$ cat config.mk
export PLATFORM = sky130hd
export DESIGN_NAME = ccp_ctrl
export DESIGN_NICKNAME = d
export VERILOG_FILES = /design/src/pkg/ccp_pkg.sv /design/src/ccp_ctrl.sv /design/src/ccp_state_mem.sv
export SDC_FILE = /design/constraint.sdc
export NUM_CORES = 1
export LEC_CHECK = 0
export BUFFER_PORTS_ARGS = -buffer_cell sky130_fd_sc_hd__buf_2
export CORE_AREA = 2 2 188 190
export DETAILED_ROUTE_END_ITERATION = 10
export DIE_AREA = 0 0 190 192
export MAX_ROUTING_LAYER = met4
export PLACE_DENSITY = 0.62
export SETUP_SLACK_MARGIN = 0.1
export SYNTH_ARGS = -nofsm -noshare
export SYNTH_HDL_FRONTEND = slang
export SYNTH_SLANG_ARGS = --single-unit
$ cat constraint.sdc
create_clock -name i_ref_clk -period 4.4 [get_ports i_ref_clk]
set_clock_uncertainty 0.05 [all_clocks]
set_input_delay 0.22 -clock i_ref_clk [delete_from_list [all_inputs] [get_ports i_ref_clk]]
set_output_delay 0.22 -clock i_ref_clk [all_outputs]
set_load 0.02 [all_outputs]
$ cat src/pkg/ccp_pkg.sv
`default_nettype none
package ccp_pkg;
  // Coherency state encoding; invalid is the reset value
  typedef enum logic [1:0] {
    CCP_INV = 2'h0,
    CCP_SHR = 2'h1,
    CCP_EXC = 2'h2,
    CCP_MOD = 2'h3
  } ccp_mesi_t;

  // Access kinds presented by the core
  typedef enum logic [1:0] {
    CCP_OP_NONE  = 2'h0,
    CCP_OP_READ  = 2'h1,
    CCP_OP_WRITE = 2'h2,
    CCP_OP_FILL  = 2'h3
  } ccp_op_t;

  // Snoop kinds from the system bus
  typedef enum logic [1:0] {
    CCP_SN_NONE  = 2'h0,
    CCP_SN_READ  = 2'h1,
    CCP_SN_INVAL = 2'h2
  } ccp_snoop_t;

  // Field position of the fill-disable bit in the primary control register
  localparam int unsigned CCP_CTRL_FILL_DIS_BIT = 30;
  localparam int unsigned CCP_CTRL_WT_INH_BIT = 29;
  localparam logic [15:0] CCP_GP_ERR_CODE = 16'h0000;
  localparam int unsigned CCP_IDX_W = 6;
  localparam int unsigned CCP_LINES = 64;
  localparam logic [1:0] CCP_STATE_RST = 2'h0;
  localparam logic CCP_ISTATE_RST = 1'h0;
endpackage
`default_nettype wire

$ cat src/ccp_ctrl.sv
`default_nettype none
// Functional notes
// Every data and L2 line holds a two-bit four-state coherency status.
// Fixed encoding of modified, exclusive, shared, invalid; invalid after reset.
// Instruction lines track only shared or invalid.
// Data writes invalidate matching instruction lines to keep code consistent.
// M, E, S count as valid; only M makes memory stale.
// M and E are unique to us; S and I may be elsewhere.
// Writes to M/E stay local; S writes go to bus and cache; I to bus.
// Fill-disable clear enables caching, subject to page restrictions.
// Fill-disable set blocks fills and updates but snoops still answered; write hits still raise o_cache_update here.
// Fill-disable set keeps read hits and write invalidation working.
// Fill-disable alone does not force strict ordering.
// Software flushes after setting fill-disable and keeps both bits clear.
// Both global bits clear gives write-back policy by default.
// Page cache-disable honoured only with paging on and fill-disable clear.
// Page write-through honoured only with paging on and write-through bit clear.
// Directory base attributes govern directory accesses under the same gating.
// Normal mode: hits cached, misses fill, S writes and misses reach memory.
// Fill-disable 0 with write-through 1 raises protection fault, code zero.
// Fill-disable only: contents frozen, coherency kept, invalidation allowed.
// Both bits set: no coherency, write hits skip memory, misses reach memory.
// Both bits set: write hit turns E into M, S stays S.
module ccp_ctrl
  import ccp_pkg::*;
#(
  parameter int unsigned LINES = CCP_LINES,
  parameter int unsigned IDX_W = CCP_IDX_W
) (
  // Clock and reset
  input wire logic i_ref_clk,
  input wire logic i_sys_rst,
  // Global and page controls
  input wire logic [31:0] i_primary_control_register,
  input wire logic i_paging_en,
  input wire logic i_page_cache_disable,
  input wire logic i_page_write_through,
  input wire logic i_dir_cache_disable,
  input wire logic i_dir_write_through,
  input wire logic i_dir_access,
  input wire logic i_range_promote,
  // Core access request
  input wire logic [1:0] i_op,
  input wire logic i_icache,
  input wire logic [IDX_W-1:0] i_idx,
  input wire logic i_fill_shared,
  // Snoop request
  input wire logic [1:0] i_snoop,
  input wire logic [IDX_W-1:0] i_snoop_idx,
  // Access result
  output logic o_done,
  output logic o_hit,
  output logic o_bus_write,
  output logic o_cache_update,
  output logic o_fill_req,
  output logic [1:0] o_line_state,
  output logic o_mem_stale,
  output logic o_unique,
  // Snoop result
  output logic o_snoop_done,
  output logic o_snoop_hitm,
  output logic o_snoop_hit,
  // Fault and policy status
  output logic o_general_protection_fault,
  output logic [15:0] o_gp_err_code,
  output logic o_cacheable,
  output logic o_write_through,
  output logic o_strict_order
);
  typedef enum logic [1:0] {
    CCP_ST_IDLE = 2'h0,
    CCP_ST_LOOK = 2'h1
  } ccp_fsm_t;

  ccp_fsm_t fsm_q;
  logic [1:0] op_q;
  logic ic_q;
  logic [IDX_W-1:0] idx_q;
  logic fshr_q, cach_q, wt_q, prom_q;
  logic snp_q;
  logic [1:0] snk_q;
  logic [IDX_W-1:0] sidx_q;
  logic [1:0] d_rd, s_rd;
  logic i_rd;
  logic d_we, i_we;
  logic [IDX_W-1:0] d_widx, i_widx;
  logic [1:0] d_wdata;
  logic i_wdata;
  logic fill_dis, wt_inh, bad_mode, coherent;
  logic pcd_eff, pwt_eff;
  logic cach_now, wt_now;

  function automatic logic st_valid(input logic [1:0] s);
    return s != CCP_INV;
  endfunction

  // Line held by no other cache
  function automatic logic st_unique(input logic [1:0] s);
    return s == CCP_MOD || s == CCP_EXC;
  endfunction

  // Memory write needed for a data write to a line in state s
  function automatic logic wr_to_bus(input logic [1:0] s, input logic coh, input logic wt);
    if (!coh) begin
      return s == CCP_INV;
    end
    return s == CCP_SHR || s == CCP_INV || wt;
  endfunction

  assign fill_dis = i_primary_control_register[CCP_CTRL_FILL_DIS_BIT];
  assign wt_inh = i_primary_control_register[CCP_CTRL_WT_INH_BIT];
  assign bad_mode = !fill_dis && wt_inh;
  assign coherent = !(fill_dis && wt_inh);

  // Attribute selection for page or directory accesses
  always_comb begin
    pcd_eff = i_dir_access ? i_dir_cache_disable : i_page_cache_disable;
    pwt_eff = i_dir_access ? i_dir_write_through : i_page_write_through;
  end

  // Paging gates the page attributes; the global bits gate both
  assign cach_now = !fill_dis && !(i_paging_en && pcd_eff);
  assign wt_now = !wt_inh && i_paging_en && pwt_eff;

  // Data/L2 state and snoop port share one memory; snoop lines read through the same read port
  ccp_state_mem #(.LINES(LINES), .IDX_W(IDX_W), .DW(2)) u_dmem (
    .i_ref_clk(i_ref_clk),
    .i_sys_rst(i_sys_rst),
    .i_rd_idx(i_snoop != CCP_SN_NONE ? i_snoop_idx : i_idx),
    .o_rd_data(d_rd),
    .i_wr_en(d_we),
    .i_wr_idx(d_widx),
    .i_wr_data(d_wdata)
  );

  // Instruction lines keep one bit: shared or invalid
  ccp_state_mem #(.LINES(LINES), .IDX_W(IDX_W), .DW(1)) u_imem (
    .i_ref_clk(i_ref_clk),
    .i_sys_rst(i_sys_rst),
    .i_rd_idx(i_idx),
    .o_rd_data(i_rd),
    .i_wr_en(i_we),
    .i_wr_idx(i_widx),
    .i_wr_data(i_wdata)
  );
  assign s_rd = d_rd;

  // Request capture: snoops take priority over core accesses
  // A request meeting a snoop or the illegal mode is dropped with no result
  always_ff @(posedge i_ref_clk) begin
    if (i_sys_rst) begin
      fsm_q <= CCP_ST_IDLE;
      snp_q <= 1'b0;
      op_q <= CCP_OP_NONE;
    end else begin
      snp_q <= (i_snoop != CCP_SN_NONE);
      if (i_snoop == CCP_SN_NONE && i_op != CCP_OP_NONE && !bad_mode) begin
        fsm_q <= CCP_ST_LOOK;
        op_q <= i_op;
      end else begin
        fsm_q <= CCP_ST_IDLE;
        op_q <= CCP_OP_NONE;
      end
    end
  end

  always_ff @(posedge i_ref_clk) begin
    if (i_sys_rst) begin
      ic_q <= 1'b0;
      idx_q <= '0;
      fshr_q <= 1'b0;
      cach_q <= 1'b0;
      wt_q <= 1'b0;
      prom_q <= 1'b0;
      snk_q <= CCP_SN_NONE;
      sidx_q <= '0;
    end else begin
      ic_q <= i_icache;
      idx_q <= i_idx;
      fshr_q <= i_fill_shared;
      cach_q <= cach_now;
      wt_q <= wt_now;
      prom_q <= i_range_promote;
      snk_q <= i_snoop;
      sidx_q <= i_snoop_idx;
    end
  end

  // State update decisions
  always_comb begin
    d_we = 1'b0;
    d_widx = idx_q;
    d_wdata = d_rd;
    i_we = 1'b0;
    i_widx = idx_q;
    i_wdata = 1'b0;
    if (snp_q) begin
      d_widx = sidx_q;
      i_widx = sidx_q;
      // Instruction copies go on every invalidating snoop, whatever the data state
      i_we = (snk_q == CCP_SN_INVAL);
      if (snk_q == CCP_SN_INVAL && st_valid(s_rd)) begin
        d_we = 1'b1;
        d_wdata = CCP_INV;
      end else if (snk_q == CCP_SN_READ && st_unique(s_rd)) begin
        d_we = coherent;
        d_wdata = CCP_SHR;
      end
    end else if (fsm_q == CCP_ST_LOOK) begin
      unique case (op_q)
        CCP_OP_WRITE: begin
          i_we = 1'b1;
          if (d_rd == CCP_EXC && !wt_q) begin
            d_we = 1'b1;
            d_wdata = CCP_MOD;
          end else if (d_rd == CCP_SHR && prom_q && coherent && !fill_dis && !wt_q) begin
            d_we = 1'b1;
            d_wdata = CCP_EXC;
          end
        end
        CCP_OP_FILL: begin
          if (!ic_q && cach_q) begin
            d_we = 1'b1;
            d_wdata = fshr_q ? CCP_SHR : CCP_EXC;
          end else if (ic_q && cach_q) begin
            i_we = 1'b1;
            i_wdata = 1'b1;
          end
        end
        // Reads and idle cycles leave line states alone
        CCP_OP_NONE, CCP_OP_READ: begin
        end
      endcase
    end
  end

  // Access result registers
  // Line flags refresh every cycle and mean something only with o_done
  always_ff @(posedge i_ref_clk) begin
    if (i_sys_rst) begin
      o_done <= 1'b0;
      o_hit <= 1'b0;
      o_bus_write <= 1'b0;
      o_cache_update <= 1'b0;
      o_fill_req <= 1'b0;
      o_line_state <= CCP_STATE_RST;
      o_mem_stale <= 1'b0;
      o_unique <= 1'b0;
    end else begin
      o_done <= !snp_q && fsm_q == CCP_ST_LOOK;
      o_hit <= ic_q ? i_rd : st_valid(d_rd);
      o_bus_write <= 1'b0;
      o_cache_update <= 1'b0;
      o_fill_req <= 1'b0;
      o_line_state <= ic_q ? (i_rd ? CCP_SHR : CCP_INV) : d_rd;
      o_mem_stale <= !ic_q && d_rd == CCP_MOD;
      o_unique <= !ic_q && st_unique(d_rd);
      if (!snp_q && fsm_q == CCP_ST_LOOK) begin
        if (op_q == CCP_OP_WRITE && !ic_q) begin
          o_cache_update <= st_valid(d_rd);
          o_bus_write <= wr_to_bus(d_rd, coherent, wt_q);
        end
        if (op_q == CCP_OP_READ) begin
          o_fill_req <= (ic_q ? !i_rd : !st_valid(d_rd)) && cach_q;
        end
      end
    end
  end

  // Snoop answers keep flowing regardless of fill-disable
  always_ff @(posedge i_ref_clk) begin
    if (i_sys_rst) begin
      o_snoop_done <= 1'b0;
      o_snoop_hitm <= 1'b0;
      o_snoop_hit <= 1'b0;
    end else begin
      o_snoop_done <= snp_q;
      o_snoop_hitm <= snp_q && s_rd == CCP_MOD;
      o_snoop_hit <= snp_q && st_valid(s_rd);
    end
  end

  // Fault and policy status
  always_ff @(posedge i_ref_clk) begin
    if (i_sys_rst) begin
      o_general_protection_fault <= 1'b0;
      o_gp_err_code <= CCP_GP_ERR_CODE;
      o_cacheable <= 1'b0;
      o_write_through <= 1'b0;
      o_strict_order <= 1'b0;
    end else begin
      o_general_protection_fault <= bad_mode;
      o_gp_err_code <= CCP_GP_ERR_CODE;
      o_cacheable <= cach_now;
      o_write_through <= wt_now;
      // Strict ordering is never forced by the global bits alone
      o_strict_order <= 1'b0;
    end
  end
endmodule
`default_nettype wire

$ cat src/ccp_state_mem.sv
`default_nettype none
module ccp_state_mem
  import ccp_pkg::*;
#(
  parameter int unsigned LINES = CCP_LINES,
  parameter int unsigned IDX_W = CCP_IDX_W,
  parameter int unsigned DW = 2
) (
  // Clock and reset
  input wire logic i_ref_clk,
  input wire logic i_sys_rst,
  // Read port
  input wire logic [IDX_W-1:0] i_rd_idx,
  output logic [DW-1:0] o_rd_data,
  // Write port
  input wire logic i_wr_en,
  input wire logic [IDX_W-1:0] i_wr_idx,
  input wire logic [DW-1:0] i_wr_data
);
  logic [DW-1:0] mem_q [LINES];

  // Reset clears every line so all states start at zero
  always_ff @(posedge i_ref_clk) begin
    if (i_sys_rst) begin
      for (int k = 0; k < LINES; k++) begin
        mem_q[k] <= '0;
      end
    end else if (i_wr_en) begin
      mem_q[i_wr_idx] <= i_wr_data;
    end
  end

  always_ff @(posedge i_ref_clk) begin
    if (i_sys_rst) begin
      o_rd_data <= '0;
    end else if (i_wr_en && i_wr_idx == i_rd_idx) begin
      o_rd_data <= i_wr_data;
    end else begin
      o_rd_data <= mem_q[i_rd_idx];
    end
  end
endmodule
`default_nettype wire

==> summary.md <==
| Metric | Value |
|---|---|
| Arr. time, crit path | `about 3600 ps` |
| Sequential area share after synthesis | `0.5516` |
| P_leak | `about 4.6 nW` |
| TritonCTS clock tree | `yes` |
| Setup TNS | `0 ps` |
| Pwr Density | `between 300 and 400 nW/µm²` |
| Max Cap Violations | `0` |
| Crit path max fanout | `24` |
| Mapped Area | `~12000 µm²` |
| Gr usage total | `0.1863` |
| Detail Placement HPWL | `21590 µm` |
| Vias | `8555` |
| 1st-pass router iterations | `6` |
| Final setup violation count | `0` |
| Crit Path Class | `flip-flop to flip-flop` |
| Avg Synthesized Cell Area | `11.01 µm²` |
| DRC Markers | `0` |
| RSZ-0062 raised after global routing | `no` |
| Endpoint type of the worst setup path | `flip-flop` |
| Async SR Flop Fraction | `0` |
| Syn Inst Count | `about 1.1k` |
| First-pass GRT wire length | `slightly above 50000 µm` |
| Worst slew pin tran | `1127 ps` |
| Clk root buf | `clkbuf_16` |
| Status | `completed` |
| Hold-fix buffer count after cts | `17` |
| Clock sink count | `around 230` |
| # IOs | `91` |
| Routed Antenna Nets | `0` |
| DR WL/cell | `about 21 µm` |
| Total global routing overflow | `0` |
| Die Y | `about 190 µm` |
| Register bit total from synthesis | `~230` |
| Worst hold margin | `between 20 and 30 ps` |
| # diodes | `0` |
| Worst EP required | `between 4000 and 5000 ps` |
| # port buffers | `43` |
| Initial core utilization | `0.3461` |
| Die width | `between 150 and 200 µm` |
| EDFF count, synth | `about 190` |
| Core area | `34290 µm²` |
| Std cell rows | `between 60 and 70` |
| Period utilisation layout | `0.7876` |
| Setup Buffers After CTS | `0` |
| Resize count post-CTS | `0` |
| FMAX | `roughly 0.29 GHz` |
| Most common cell after layout, fill and taps aside | `nor2_1` |
| Clock H-tree levels | `1` |
| CTS buffer count | `24` |
| Die area | `~36000 µm²` |
| DR vias/cell | `5.473` |
| Startpoint types | `flip-flop` |
| Top FF cell, synth | `edfxtp_1` |
| Final layout net count | `1157` |
| Min Tclk post-route | `between 3000 and 4000 ps` |
| Largest net degree at the start of global routing | `110` |
| Worst hold path class | `primary input to flip-flop` |
| Slew headroom | `0.2486` |
| Initial antenna violation count | `0` |
| Final slew viol count | `0` |
| Worst-Skew Late Latency | `520 ps` |
| Worst-path clk slew | `about 60 ps` |
| Routed wire length | `approximately 33000 µm` |
| Peak VDD IR | `0.2690 mV` |
| Area growth syn-to-layout | `11.03%` |
| Placed Cells | `1510` |
| Worst-case clock buffer depth | `3` |
| Final hold vios | `0` |
| Initial DRC Count | `roughly 900` |
| Fraction of layout cells with a size suffix above 1 | `0.1227` |
| Count of different cell masters after synthesis | `between 70 and 80` |
| Total power | `between 0.004 and 0.005 W` |
| Gpl congestion | `approximately 0.87` |
| Synth warn | `0` |
| Most frequent cells in the layout | `nor2_1 (228), edfxtp_1 (192), o21bai_1 (96), nand2_1 (85), buf_2 (42)` |
| Vias in the first global route | `roughly 8.4k` |
| Filler-free cell count of the finished design | `between 1.5k and 2k` |
==> power by group <==
group / total (W) / leakage (nW) / switching [W] / internal, W
clock: 0.00189 / 0.341 / 0.000809 / 0.00108
sequential: 0.00247 / 2.33 / 0.0000373 / 0.00243
combinational: 0.000569 / 1.94 / 0.000368 / 0.000201
total: 0.00493 / 4.61 / 0.00121 / 0.00371
==> layout make-up <==
type,count,area [µm²]
clock inverter,6,51.30
tap,455,569.3
multi-input combinational,753,4793
sequential,231,6546
inverter,7,26.28
clock buffer,30,644.4
fill,3292,21110
timing repair buffer,81,545.5
==> final timing paths <==
kind	startpoint	end	slack [ps]	cells after the start
max	snp_q	u_dmem.mem_q[26][0]	930	5
min	i_snoop[0]	snk_q[0]	30	2
max reg2reg	snp_q	u_dmem.mem_q[26][0]	930	5
min reg2reg	u_imem.o_rd_data	o_line_state[0]	470	2
==> cells in the mapped netlist, types with 9 or more instances <==
cell / instances / area [µm²]
nor2_1: 228 / 855.8
edfxtp_1: 192 / 5766
o21bai_1: 96 / 720.7
nand2_1: 85 / 319.1
clkbuf_1: 57 / 214.0
dfxtp_1: 39 / 780.8
a21o_1: 33 / 247.7
mux2i_1: 27 / 270.3
nand3_1: 26 / 130.1
mux4_2: 21 / 473.0
a31oi_1: 20 / 125.1
buf_4: 20 / 150.1
nor2b_1: 18 / 112.6
nor3_1: 18 / 90.09
buf_2: 14 / 70.07
nand2b_1: 13 / 81.33
nor3b_1: 11 / 82.58
o21ai_0: 11 / 55.05
a21oi_1: 10 / 50.05
xnor2_1: 10 / 87.58
and3_1: 9 / 56.30
==> flip-flops by register name, indices dropped and copies added, names as in the netlist, 2 cells and up <==
name,cells
idx_q,6
u_dmem.o_rd_data,2
o_line_state,2
sidx_q,6
u_dmem.mem_q,128
snk_q,2
u_imem.mem_q,64
op_q,2
==> worst max-delay path, stage by stage, from the launching register on <==
cell and delay, ps:
dfxtp_1 770, mux2i_2 650, nand2_1 100, nor2_1 530, nand2_1 610, o21bai_1 410
==> metal layers <==
metal,wire length (µm),vias up,part of all wire,track usage
met5,0,-,0,-
met4,1072,0,0.033,0.06530
met3,2424,75,0.074,0.02430
met2,15580,373,0.47,0.3015
met1,13850,4197,0.42,0.2414
li1,-,3910,-,-
==> per-stage QoR <==
stage,util,setup slack (ps),cell area (µm²)
final,0.3843,934.5,13180
after global routing,0.3843,529.9,13180
after CTS,0.3843,920.5,13180
after detailed placement,0.3590,919.4,12310
after global placement,0.3590,1050,12310
after floorplan,-,1983,11930
==> cells by family after synthesis <==
group	share of synthesized area
compound gates	0.1355
mux	0.08614
simple gates	0.1688
xor+xnor	0.008118
other cells	0.0003160
buf+inv	0.04955
flops	0.5516
Note: power is estimated with default switching activity, not from simulation.
